File: src/shared/timer_pkg.sv
// constants and carrier types for the advanced timer time base
package timer_pkg;

   // ***************************************************************
   // register byte offsets (one aligned word each)
   // ***************************************************************
   localparam logic [7:0] OFS_CONTROL_ONE  = 8'h00;
   localparam logic [7:0] OFS_STATUS_ONE   = 8'h04;
   localparam logic [7:0] OFS_EVENT_GEN    = 8'h08;
   localparam logic [7:0] OFS_CNT_HIGH     = 8'h0c;
   localparam logic [7:0] OFS_CNT_LOW      = 8'h10;
   localparam logic [7:0] OFS_PSC_HIGH     = 8'h14;
   localparam logic [7:0] OFS_PSC_LOW      = 8'h18;
   localparam logic [7:0] OFS_ARR_HIGH     = 8'h1c;
   localparam logic [7:0] OFS_ARR_LOW      = 8'h20;
   localparam logic [7:0] OFS_REPEAT       = 8'h24;
   localparam logic [7:0] OFS_IRQ_ENABLE   = 8'h28;

   // ***************************************************************
   // field positions
   // ***************************************************************
   localparam int unsigned BIT_RUN         = 0;
   localparam int unsigned BIT_HOLD_UPDATE = 1;
   localparam int unsigned BIT_SELECT      = 2;
   localparam int unsigned BIT_DIR         = 4;
   localparam int unsigned BIT_PRELOAD     = 7;
   localparam int unsigned BIT_GENERATE    = 0;
   localparam int unsigned BIT_FLAG        = 0;
   localparam int unsigned BIT_UIE         = 0;

   // ***************************************************************
   // reset values
   // ***************************************************************
   localparam logic [15:0] ARR_RST = 16'hffff;
   localparam logic [15:0] PSC_RST = 16'h0000;
   localparam logic [7:0]  RCR_RST = 8'h00;

   // ***************************************************************
   // carrier types
   // ***************************************************************
   typedef struct packed {
      logic reload_preload_enable;
      logic count_down;
      logic update_request_select;
      logic update_disable;
      logic counter_enable_bit;
   } ctrl_type;

   localparam ctrl_type CTRL_RST = '0;

endpackage : timer_pkg

File: src/rtl/prescaler_divider.sv
// prescaler divider producing the divided count clock pulse
`timescale 1ns/1ps
`default_nettype none
module prescaler_divider #(
   parameter int unsigned WIDTH = 16
) (
   input  wire logic             pclk,
   input  wire logic             presetn,
   input  wire logic             ce,
   input  wire logic             run,
   input  wire logic             restart,
   input  wire logic [WIDTH-1:0] ratio,
   output logic                  tick
);

   // ***************************************************************
   // state
   // ***************************************************************
   typedef struct packed {
      logic [WIDTH-1:0] count;
   } psc_state_type;

   psc_state_type st_ff;
   psc_state_type nxt_st;

   // divide by ratio plus one; ratio zero passes every cycle
   always_comb
   begin
      nxt_st = st_ff;
      tick   = run & (st_ff.count == ratio);
      if (restart)
      begin
         nxt_st.count = '0;
      end
      else if (tick)
      begin
         nxt_st.count = '0;
      end
      else if (run)
      begin
         nxt_st.count = st_ff.count + {{(WIDTH-1){1'b0}}, 1'b1};
      end
   end

   always_ff @(posedge pclk or negedge presetn)
   begin
      if (!presetn)
      begin
         st_ff <= '0;
      end
      else if (ce)
      begin
         st_ff <= nxt_st;
      end
   end

endmodule : prescaler_divider
`default_nettype wire

File: src/rtl/advanced_timer_time_base.sv
// time base unit of the advanced timer with byte-wide apb register file
//
// Local design decisions: the APB slave port and the address map.
`timescale 1ns/1ps
`default_nettype none

// How it works
// - 16-bit up/down counter, auto-reload, prescaled clock
// - preload on: reload waits for update
// - preload off: reload shadow follows at once
// - update on wrap, software bit, trigger
// - update copies prescaler and reload preloads
// - count enable follows enable bit one cycle
// - counter byte writes load directly
// - high read latches low byte until read
// - reload high write blocks shadow until low
// - prescaler divides by value plus one
// - prescaler high first, applied after update
// - prescaler reads return preload value
// - up mode wraps to zero with update
// - update disable suppresses updates and copies
// - up mode software update restarts from zero
// - request select hides flag for software update
// - update refreshes buffers and sets flag
// - down mode reloads at zero with update
// - down mode software update reloads counter
// - reload shadow refreshed before counter reload
// - repetition count gates wrap updates
module advanced_timer_time_base (
   input  wire logic        pclk,
   input  wire logic        presetn,
   input  wire logic        ce,
   input  wire logic        psel,
   input  wire logic        penable,
   input  wire logic        pwrite,
   input  wire logic [7:0]  paddr,
   input  wire logic [31:0] pwdata,
   output logic      [31:0] prdata,
   output logic             pready,
   output logic             pslverr,
   input  wire logic        trigger_in,
   output logic             update_event_out,
   output logic             update_irq
);

   // ***************************************************************
   // state
   // ***************************************************************
   typedef struct packed {
      timer_pkg::ctrl_type ctrl;
      logic                irq_enable;
      logic [15:0]         arr_pre;
      logic [15:0]         arr_sh;
      logic                arr_block;
      logic [15:0]         psc_pre;
      logic [15:0]         psc_sh;
      logic                psc_block;
      logic [7:0]          rcr;
      logic [7:0]          rep;
      logic [15:0]         cnt;
      logic [7:0]          low_buf;
      logic                buf_valid;
      logic                internal_count_enable;
      logic                update_flag;
      logic                trig_s1;
      logic                trig_s2;
      logic                trig_s3;
      logic                upd_pulse;
      logic                irq;
      logic [31:0]         rdata;
      logic                ready;
      logic                slverr;
   } state_type;

   localparam state_type STATE_RST = '{
      ctrl: timer_pkg::CTRL_RST, irq_enable: 1'b0,
      arr_pre: timer_pkg::ARR_RST, arr_sh: timer_pkg::ARR_RST, arr_block: 1'b0,
      psc_pre: timer_pkg::PSC_RST, psc_sh: timer_pkg::PSC_RST, psc_block: 1'b0,
      rcr: timer_pkg::RCR_RST, rep: timer_pkg::RCR_RST, cnt: 16'h0000,
      low_buf: 8'h00, buf_valid: 1'b0, internal_count_enable: 1'b0,
      update_flag: 1'b0, trig_s1: 1'b0, trig_s2: 1'b0, trig_s3: 1'b0,
      upd_pulse: 1'b0, irq: 1'b0, rdata: 32'h0000_0000, ready: 1'b0, slverr: 1'b0};

   state_type st_ff;
   state_type nxt_st;

   logic divided_count_clock;
   logic counter_restart;
   logic acc;
   logic wr;
   logic rd;
   logic update_generate;
   logic trig_edge;
   logic wrap;
   logic hw_update;
   logic update_event;
   logic flag_set;
   logic flag_clear;

   // ***************************************************************
   // decode helpers
   // ***************************************************************
   function automatic logic is_mapped(input logic [7:0] a);
      is_mapped = (a == timer_pkg::OFS_CONTROL_ONE) || (a == timer_pkg::OFS_STATUS_ONE) ||
                  (a == timer_pkg::OFS_EVENT_GEN)   || (a == timer_pkg::OFS_CNT_HIGH)   ||
                  (a == timer_pkg::OFS_CNT_LOW)     || (a == timer_pkg::OFS_PSC_HIGH)   ||
                  (a == timer_pkg::OFS_PSC_LOW)     || (a == timer_pkg::OFS_ARR_HIGH)   ||
                  (a == timer_pkg::OFS_ARR_LOW)     || (a == timer_pkg::OFS_REPEAT)     ||
                  (a == timer_pkg::OFS_IRQ_ENABLE);
   endfunction : is_mapped

   function automatic logic hit(input logic strobe, input logic [7:0] a, input logic [7:0] ofs);
      hit = strobe && (a == ofs);
   endfunction : hit

   // ***************************************************************
   // event sources, seen by the prescaler too
   // ***************************************************************
   // access handled in the first access cycle; pready follows one cycle later
   assign acc             = psel & penable & ~st_ff.ready;
   assign wr              = acc & pwrite;
   assign rd              = acc & ~pwrite;
   assign update_generate = hit(wr, paddr, timer_pkg::OFS_EVENT_GEN) &
                            pwdata[timer_pkg::BIT_GENERATE];
   assign trig_edge       = st_ff.trig_s2 & ~st_ff.trig_s3;
   assign counter_restart = update_generate | trig_edge;

   prescaler_divider #(
      .WIDTH (16)
   ) prescaler_divider_inst (
      .pclk    (pclk),
      .presetn (presetn),
      .ce      (ce),
      .run     (st_ff.internal_count_enable),
      .restart (counter_restart),
      .ratio   (st_ff.psc_sh),
      .tick    (divided_count_clock)
   );

   // ***************************************************************
   // next state
   // ***************************************************************
   always_comb
   begin
      nxt_st = st_ff;

      // trigger pin passes two flops before the edge detector
      nxt_st.trig_s1 = trigger_in;
      nxt_st.trig_s2 = st_ff.trig_s1;
      nxt_st.trig_s3 = st_ff.trig_s2;

      nxt_st.internal_count_enable = st_ff.ctrl.counter_enable_bit;

      wrap = divided_count_clock & st_ff.internal_count_enable &
             (st_ff.ctrl.count_down ? (st_ff.cnt == 16'h0000)
                                    : (st_ff.cnt == st_ff.arr_sh));
      hw_update = wrap & (st_ff.rep == 8'h00);
      if (wrap)
      begin
         nxt_st.rep = (st_ff.rep == 8'h00) ? st_ff.rcr : st_ff.rep - 8'h01;
      end
      if (counter_restart)
      begin
         nxt_st.rep = st_ff.rcr;
      end
      update_event = ~st_ff.ctrl.update_disable &
                     (hw_update | update_generate | trig_edge);

      // preload writes, byte wide, high byte first
      if (hit(wr, paddr, timer_pkg::OFS_ARR_HIGH))
      begin
         nxt_st.arr_pre[15:8] = pwdata[7:0];
         nxt_st.arr_block     = 1'b1;
      end
      if (hit(wr, paddr, timer_pkg::OFS_ARR_LOW))
      begin
         nxt_st.arr_pre[7:0] = pwdata[7:0];
         nxt_st.arr_block    = 1'b0;
      end
      if (hit(wr, paddr, timer_pkg::OFS_PSC_HIGH))
      begin
         nxt_st.psc_pre[15:8] = pwdata[7:0];
         nxt_st.psc_block     = 1'b1;
      end
      if (hit(wr, paddr, timer_pkg::OFS_PSC_LOW))
      begin
         nxt_st.psc_pre[7:0] = pwdata[7:0];
         nxt_st.psc_block    = 1'b0;
      end
      if (hit(wr, paddr, timer_pkg::OFS_REPEAT))
      begin
         nxt_st.rcr = pwdata[7:0];
      end
      if (hit(wr, paddr, timer_pkg::OFS_CONTROL_ONE))
      begin
         nxt_st.ctrl.counter_enable_bit    = pwdata[timer_pkg::BIT_RUN];
         nxt_st.ctrl.update_disable        = pwdata[timer_pkg::BIT_HOLD_UPDATE];
         nxt_st.ctrl.update_request_select = pwdata[timer_pkg::BIT_SELECT];
         nxt_st.ctrl.count_down            = pwdata[timer_pkg::BIT_DIR];
         nxt_st.ctrl.reload_preload_enable = pwdata[timer_pkg::BIT_PRELOAD];
      end
      if (hit(wr, paddr, timer_pkg::OFS_IRQ_ENABLE))
      begin
         nxt_st.irq_enable = pwdata[timer_pkg::BIT_UIE];
      end

      // shadow copies see this cycle's preload so a low-byte write lands at once
      if (!nxt_st.arr_block && (!st_ff.ctrl.reload_preload_enable || update_event))
      begin
         nxt_st.arr_sh = nxt_st.arr_pre;
      end
      if (!nxt_st.psc_block && update_event)
      begin
         nxt_st.psc_sh = nxt_st.psc_pre;
      end

      // counter; reload uses the fresh shadow so the next period is right
      if (counter_restart)
      begin
         nxt_st.cnt = st_ff.ctrl.count_down ? nxt_st.arr_sh : 16'h0000;
      end
      else if (wrap)
      begin
         nxt_st.cnt = st_ff.ctrl.count_down ? nxt_st.arr_sh : 16'h0000;
      end
      else if (divided_count_clock && st_ff.internal_count_enable)
      begin
         nxt_st.cnt = st_ff.ctrl.count_down ? st_ff.cnt - 16'h0001
                                            : st_ff.cnt + 16'h0001;
      end
      // direct byte loads win; a running counter may show a torn value
      if (hit(wr, paddr, timer_pkg::OFS_CNT_HIGH))
      begin
         nxt_st.cnt[15:8] = pwdata[7:0];
      end
      if (hit(wr, paddr, timer_pkg::OFS_CNT_LOW))
      begin
         nxt_st.cnt[7:0] = pwdata[7:0];
      end

      // sticky flag: a set in the clearing cycle wins
      flag_set   = update_event &
                   (hw_update | trig_edge | ~st_ff.ctrl.update_request_select);
      flag_clear = hit(wr, paddr, timer_pkg::OFS_STATUS_ONE) & ~pwdata[timer_pkg::BIT_FLAG];
      if (flag_clear)
      begin
         nxt_st.update_flag = 1'b0;
      end
      if (flag_set)
      begin
         nxt_st.update_flag = 1'b1;
      end
      nxt_st.upd_pulse = update_event;
      nxt_st.irq = nxt_st.update_flag & nxt_st.irq_enable;

      // apb answer
      nxt_st.ready  = acc;
      nxt_st.slverr = acc & ~is_mapped(paddr);
      if (rd)
      begin
         unique case (paddr)
            timer_pkg::OFS_CONTROL_ONE:
            begin
               nxt_st.rdata = {24'h000000, st_ff.ctrl.reload_preload_enable, 2'b00,
                               st_ff.ctrl.count_down, 1'b0, st_ff.ctrl.update_request_select,
                               st_ff.ctrl.update_disable, st_ff.ctrl.counter_enable_bit};
            end
            timer_pkg::OFS_STATUS_ONE: nxt_st.rdata = {31'h0, st_ff.update_flag};
            timer_pkg::OFS_CNT_HIGH:
            begin
               nxt_st.rdata     = {24'h000000, st_ff.cnt[15:8]};
               nxt_st.low_buf   = st_ff.cnt[7:0];
               nxt_st.buf_valid = 1'b1;
            end
            timer_pkg::OFS_CNT_LOW:
            begin
               nxt_st.rdata     = {24'h000000,
                                   st_ff.buf_valid ? st_ff.low_buf : st_ff.cnt[7:0]};
               nxt_st.buf_valid = 1'b0;
            end
            timer_pkg::OFS_PSC_HIGH:   nxt_st.rdata = {24'h000000, st_ff.psc_pre[15:8]};
            timer_pkg::OFS_PSC_LOW:    nxt_st.rdata = {24'h000000, st_ff.psc_pre[7:0]};
            timer_pkg::OFS_ARR_HIGH:   nxt_st.rdata = {24'h000000, st_ff.arr_pre[15:8]};
            timer_pkg::OFS_ARR_LOW:    nxt_st.rdata = {24'h000000, st_ff.arr_pre[7:0]};
            timer_pkg::OFS_REPEAT:     nxt_st.rdata = {24'h000000, st_ff.rcr};
            timer_pkg::OFS_IRQ_ENABLE: nxt_st.rdata = {31'h0, st_ff.irq_enable};
            default:                   nxt_st.rdata = 32'h0000_0000;
         endcase
      end
   end

   always_ff @(posedge pclk or negedge presetn)
   begin
      if (!presetn)
      begin
         st_ff <= STATE_RST;
      end
      else if (ce)
      begin
         st_ff <= nxt_st;
      end
   end

   assign prdata           = st_ff.rdata;
   assign pready           = st_ff.ready;
   assign pslverr          = st_ff.slverr;
   assign update_event_out = st_ff.upd_pulse;
   assign update_irq       = st_ff.irq;
endmodule : advanced_timer_time_base
`default_nettype wire

File: config.mk
export PLATFORM = sky130hd
export DESIGN_NAME = advanced_timer_time_base
export DESIGN_NICKNAME = d
export VERILOG_FILES = /design/src/shared/timer_pkg.sv /design/src/rtl/prescaler_divider.sv /design/src/rtl/advanced_timer_time_base.sv
export SDC_FILE = /design/constraint.sdc
export NUM_CORES = 1
export LEC_CHECK = 0
export ABC_AREA = 1
export BUFFER_PORTS_ARGS = -buffer_cell sky130_fd_sc_hd__buf_2
export CAP_MARGIN = 20
export CORE_MARGIN = 2
export CORE_UTILIZATION = 40
export CTS_CLUSTER_DIAMETER = 60
export DETAILED_ROUTE_END_ITERATION = 10
export HOLD_SLACK_MARGIN = 0.1
export PLACE_DENSITY = 0.56
export RECOVER_POWER = 50
export SYNTH_ARGS = -nofsm -noshare
export SYNTH_HDL_FRONTEND = slang
export SYNTH_SLANG_ARGS = --single-unit
File: constraint.sdc
create_clock -name pclk -period 2.8 [get_ports pclk]
set_input_delay 0 -clock pclk [delete_from_list [all_inputs] [get_ports pclk]]
set_output_delay 0 -clock pclk [all_outputs]
set_load 0.01 [all_outputs]
**Word-level counts from Yosys, hierarchy flattened**

Index checks and enable logic that the tools add are counted.

- Bits in registers: 170
- Input port bits: 47
- Output and inout port bits: 36
- Logic and storage cells: 147

- $add $sub $neg: 4
- Eq/ne operators: 12
- Multiplexer cells: 29
- Bitwise operators: 27
- Reductions and logical operators: 46

Operators with widths:

| cell | count |
|---|---|
| $mux 16 | 9 |
| $mux 8 | 10 |
| $pmux 8 s10 | 1 |
| $add 16x1->16 const B | 2 |
| $eq 16x16->1 | 2 |
| $eq 8x5->1 const B | 4 |
| $eq 8x6->1 const B | 3 |
| $eq 8x4->1 const B | 2 |
| $logic_not 16->1 | 1 |
| $logic_not 8->1 | 2 |
| $reduce_and 2->1 | 8 |
| $sub 16x1->16 const B | 1 |
| $and 1x1->1 | 15 |
| $logic_and 1x1->1 | 14 |
| $logic_or 1x1->1 | 11 |
| $eq 8x3->1 const B | 1 |
| $mux 1 | 8 |
| $reduce_bool 4->1 | 2 |
| $sub 8x1->8 const B | 1 |
| $not 1->1 | 7 |
| $reduce_and 3->1 | 2 |
| $or 1x1->1 | 5 |
| $reduce_bool 2->1 | 2 |
| $logic_not 1->1 | 3 |
| 2 further kinds | 2 |

**Longest topological paths before layout**

- Depth in word-level cells: 15
- Gate-level depth with buffers: 19
- Mapped depth without buffers: 18

**Modules after synthesis**

From an unflattened synthesis, not the netlist that was laid out.

- Cell total of the unflattened synthesis: 1248
- Area, all modules: 9467.8 um^2

Modules (own cells, without submodules):

| module | instances | cells an instance | area an instance (um^2) | sequential area each (um^2) |
|---|---|---|---|---|
| advanced_timer_time_base | 1 | 1038 | 8066.5 | 3293.2 |
| prescaler_divider | 1 | 210 | 1401.3 | 400.4 |

**Worst setup path before layout**

No wires, ideal clock.

- Path type: reg2reg
- Start: reg st_ff[152] (netlist bit)
- End: reg st_ff[60] (netlist bit)
- Arrival: 2.311 ns
- Required time: 2.678 ns
- Setup slack: 0.366 ns
- Stages on the path, launching flop included: 13
- Path buffers: 0
- Period minus slack after synthesis: 2.434 ns
- Cells stage by stage: dfrtp_1 -> inv_2 -> fa_1 -> o21ai_0 -> a21boi_0 -> o21ai_0 -> nand2_1 -> nand2_1 -> a21oi_1 -> o21ai_0 -> nand2_1 -> nand2_1 -> a21oi_1

- Longest elaborated chain between the ends: 13
- Elaborated cells on any way between the ends: 17

RTL lines:

| what | line | text |
|---|---|---|
| start: declaration | advanced_timer_time_base.sv:84 | `state_type st_ff;` |
| start signal: assignment | advanced_timer_time_base.sv:300 | `st_ff <= nxt_st;` |
| $mux 1 | advanced_timer_time_base.sv:155 | `(st_ff.ctrl.count_down ? (st_ff.cnt == 16'h0000)` |
| $and 1x1->1 | advanced_timer_time_base.sv:154 | `wrap = divided_count_clock & st_ff.internal_count_enable &` |
| $and 1x1->1 | advanced_timer_time_base.sv:157 | `hw_update = wrap & (st_ff.rep == 8'h00);` |
| $or 1x1->1 (2 in a row) | advanced_timer_time_base.sv:167 | `(hw_update \| update_generate \| trig_edge);` |
| $and 1x1->1 | advanced_timer_time_base.sv:166 | `update_event = ~st_ff.ctrl.update_disable &` |
| $logic_or 1x1->1 | advanced_timer_time_base.sv:208 | `if (!nxt_st.arr_block && (!st_ff.ctrl.reload_preload_enable \|\| update_event))` |
| $logic_and 1x1->1 | advanced_timer_time_base.sv:208 |  |
| $mux 16 | advanced_timer_time_base.sv:208 |  |
| $mux 16 | advanced_timer_time_base.sv:220, advanced_timer_time_base.sv:224 |  |
| $mux 16 | advanced_timer_time_base.sv:222 | `else if (wrap)` |
| $mux 16 | advanced_timer_time_base.sv:218 | `if (counter_restart)` |
| $mux 8 | advanced_timer_time_base.sv:232 | `if (hit(wr, paddr, timer_pkg::OFS_CNT_HIGH))` |

Parallel ways exist; a longest one is shown, timed or not. The select of a mux whose other input is x is not followed.
A chain may end at the register's enable or synchronous reset.

**Worst setup path after layout**

- Start: reg st_ff[129] (netlist bit)
- End: reg st_ff[54] (netlist bit)

- Longest elaborated chain between the ends: 14
- Elaborated cells on any way between the ends: 16

RTL lines:

| what | line | text |
|---|---|---|
| $eq 16x16->1 * | advanced_timer_time_base.sv:156 | `: (st_ff.cnt == st_ff.arr_sh));` |
| $mux 1 * | advanced_timer_time_base.sv:155 |  |
| $and 1x1->1 * | advanced_timer_time_base.sv:154 |  |
| $and 1x1->1 | advanced_timer_time_base.sv:157 |  |
| $or 1x1->1 (2 in a row) | advanced_timer_time_base.sv:167 |  |
| $and 1x1->1 | advanced_timer_time_base.sv:166 |  |
| $logic_or 1x1->1 | advanced_timer_time_base.sv:208 |  |
| $logic_and 1x1->1 | advanced_timer_time_base.sv:208 |  |
| $mux 16 | advanced_timer_time_base.sv:208 |  |
| $mux 16 | advanced_timer_time_base.sv:220, advanced_timer_time_base.sv:224 |  |
| $mux 16 | advanced_timer_time_base.sv:222 |  |
| $mux 16 | advanced_timer_time_base.sv:218 |  |
| $mux 8 | advanced_timer_time_base.sv:236 | `if (hit(wr, paddr, timer_pkg::OFS_CNT_LOW))` |

Every way passes the cells marked *; elsewhere a longest branch is shown, timed or not.

==> out/metrics.cfg <==
[cells_and_area]
n_fill_cell=2291
diodes=0
fin_util_pct=45.9
ff_latch_area_sq_um=3690
final_common_cell=nand2_1
area_delta_synth_final_pct=13.5
final_cell_mix=nand2_1 (343), o21ai_0 (166), inv_1 (136)
multi_input_area_sq_um=4540
final_area_sq_um=10300
drive_gt1_share_pct=14.2
layout.nets=1364

[placed_design]
port_buffers=34
place_congestion=0.904
hpwl_mm=20.8
placed_cell_area_sq_um=9590

[power]
combPwrFrac_pct=29.2
power_density_nw_per_um2=707
clock_power_share_pct=30.7
power_leakage_nw=4.72
power.switching_mw=2.66
pwr-share-seq_pct=40.0
p_int_mw=4.65
netSwitchingFraction_pct=36.4
p_total_mw=7.30
ir_worst_vdd_v=0.000405

[sta]
fmax_mhz=415
slew_violations=80
period_share_pct=86.0
finalHoldViolCount=0
period_needed_ns=2.41
setup_tns_ns=0
setup_viol=0
slew_headroom_pct=-46.6
fin_skew_ns=0.00958
rsz0062_at_grt=false
worst_pin_slew_ns=2.20

[grt]
use_met3_pct=4.82
first_global_vias=7810
antenna_found_initial=0
globalRouteTotalUtil_pct=23.7
use_met1_pct=32.1
grt_max_degree=81
grt.overflow.total=0
grt_use_met2_pct=38.1
grt_pass1_wl_mm=43.7
top_usage_layer=met2

[routing]
post_drt_via_cell_ratio=5.18
num_vias=8268
drc_errors=0
dr.pass1.iters=5
wire_per_inst_microns=17.3
drtIter0Drc=632
drtAntennaViolNets=0
drt_wl_total_mm=27.6

[floorplan]
die_h_microns=155
dieArea_sq_um=24000
core.rowCount=55
start_util_pct=40.5
io_pins=83
coreArea_sq_um=22500
die_width_microns=155

[run]
maxCapViolations=1

[worst_hold_path]
hold_path.class=input port to register
hold-path-cell-count=5
worst_hold_path.endpoint=st_ff[41]$_DFFE_PN0P_
hp-start=paddr[5]

[cts]
cts_max_level=4
clock_latency_ns=0.43
cts.clk_slew.worst_paths_ns=0.06
cts_buffers=17
clock_sinks=146
tritoncts=done
cts_buffer_depth=2
clockRootBuffer=clkbuf_16

[logic_synthesis]
ys_dominant_reg_cell=dfrtp_1
synth_seq_cells=146
yosys.cell_types.count=52
ys_seq_area_share_pct=40.6
syn_area_sq_um=9100
postSynth.asyncResetShare_pct=100
yosys_warnings=0
synth_edf_count=0
syn_area_per_cell_sq_um=7.35
synthCells=1238

[worst_setup_path]
critical_path_class=register to register
r2r_slack_ns=0.39
startpoint_type=register
regToRegStartpoint=st_ff[129]$_DFFE_PN1P_
crit_arrival_ns=2.73
timing.reg2reg.worst_path_depth=18
timing.rr.end=st_ff[54]$_DFFE_PN0P_
cp-end-kind=register
cp.required_ns=3.12
crit_fanout=10

[outcome]
violations=capacitance limit, slew limit
status=finished, violations left

[synthesized netlist by cell type (6+ instances only)]
master	instances	share of area [%]
inv_2	23	0.95
dfrtp_1	114	31
ha_1	17	2.3
mux2_2	8	0.99
nor2_1	66	2.7
o211ai_1	10	0.82
a221oi_1	11	1.1
nor2_2	7	0.48
xor2_1	11	1.1
nor3_1	20	1.1
buf_4	32	2.6
nor2_4	7	0.87
nand4_1	13	0.89
a21oi_1	54	3.0
dfstp_2	32	9.2
inv_1	136	5.6
xnor2_1	6	0.58
buf_2	7	0.38
o21ai_0	166	9.1
nand3_1	48	2.6
nand2_2	11	0.76
o21ai_1	17	0.93
o22ai_1	10	0.69
nand2_1	343	14
clkbuf_1	20	0.82
[flip-flops by register name, indices dropped and copies added, names as in the netlist]
| name | cells |
|---|---|
| pready | 1 |
| prdata | 8 |
| nxt_st | 3 |
| update_event_out | 1 |
| st_ff | 115 |
| prescaler_divider_inst.st_ff | 16 |
| pslverr | 1 |
| update_irq | 1 |
[metal layers]
metal / wire (microns) / up-vias
li1: - / 4140
met1: 12700 / 3880
met2: 12700 / 207
met3: 1340 / 41
met4: 842 / 0
met5: 0 / -
[cell type report]
class	instances	share of cell area (%)
multi-input combinational	894	43.9
sequential	146	35.7
clock buffer	22	4.39
tap	285	3.45
clock inverter	10	1.07
inverter	159	5.77
timing repair buffer	81	5.67
[through the flow]
stage               hold slack, ns  setup WS (ns)  instances
detailed placement           0.114          0.316       1547
floorplan                   -0.296          0.366       1261
global placement             0.112          0.314       1547
CTS                          0.108          0.308       1596
finish                       0.119          0.391       1597
global route                 0.129         0.0525       1597
[power groups by stage]
stage	registers [mW]	logic, mW	clock network [mW]
2_1_floorplan	2.82	1.58	0
3_3_place_gp	2.94	2.07	0
3_5_place_dp	2.95	2.10	0
4_1_cts	2.92	2.13	2.28
5_1_grt	2.98	2.47	2.37
6_report	2.92	2.13	2.25
[critical path: stages (launching register included)]
cell	delay, ns
dfstp_2	0.57
inv_1	0.07
nand2_1	0.07
nand2_1	0.08
nor2_1	0.09
nand2_1	0.05
nor2_1	0.10
nand3_1	0.07
nand2_1	0.15
nand2_1	0.11
nand2_4	0.09
nand2_4	0.11
a21oi_4	0.19
buf_12	0.15
nand2_1	0.05
o21ai_1	0.11
nor2_1	0.06
o21ai_1	0.13
nand2_1	0.06
[cells by family after synthesis]
group	Yosys count	synth area share, %
adders and majority gates	18	2.56
muxes	8	0.989
buffers and inverters	221	10.7
DFF	146	40.6
xor gates and xnor gates	17	1.64
and+or+nand+nor	533	25.3
AOI/OAI and AO/OA	294	18.2
other	1	0.0412
[what timing repair did]
action	in CTS	in global routing
resized for setup	0	3
setup endpoints to repair	0	7
setup buffers	0	1
endpoints found under the hold margin	105	0
hold buffers	17	0
[worst max-delay path by stage]
stage,from,end,depth (start not counted)
6_report,st_ff[129]$_DFFE_PN1P_,st_ff[54]$_DFFE_PN0P_,18
5_1_grt,presetn,st_ff[89]$_DFFE_PN0P_,3
4_1_cts,st_ff[128]$_DFFE_PN1P_,st_ff[55]$_DFFE_PN0P_,16
3_5_place_dp,st_ff[128]$_DFFE_PN1P_,st_ff[55]$_DFFE_PN0P_,17
3_3_place_gp,st_ff[128]$_DFFE_PN1P_,st_ff[54]$_DFFE_PN0P_,17
2_1_floorplan,st_ff[152]$_DFFE_PN0P_,st_ff[60]$_DFFE_PN0P_,12
No activity file was read; power rests on OpenSTA's default activity.
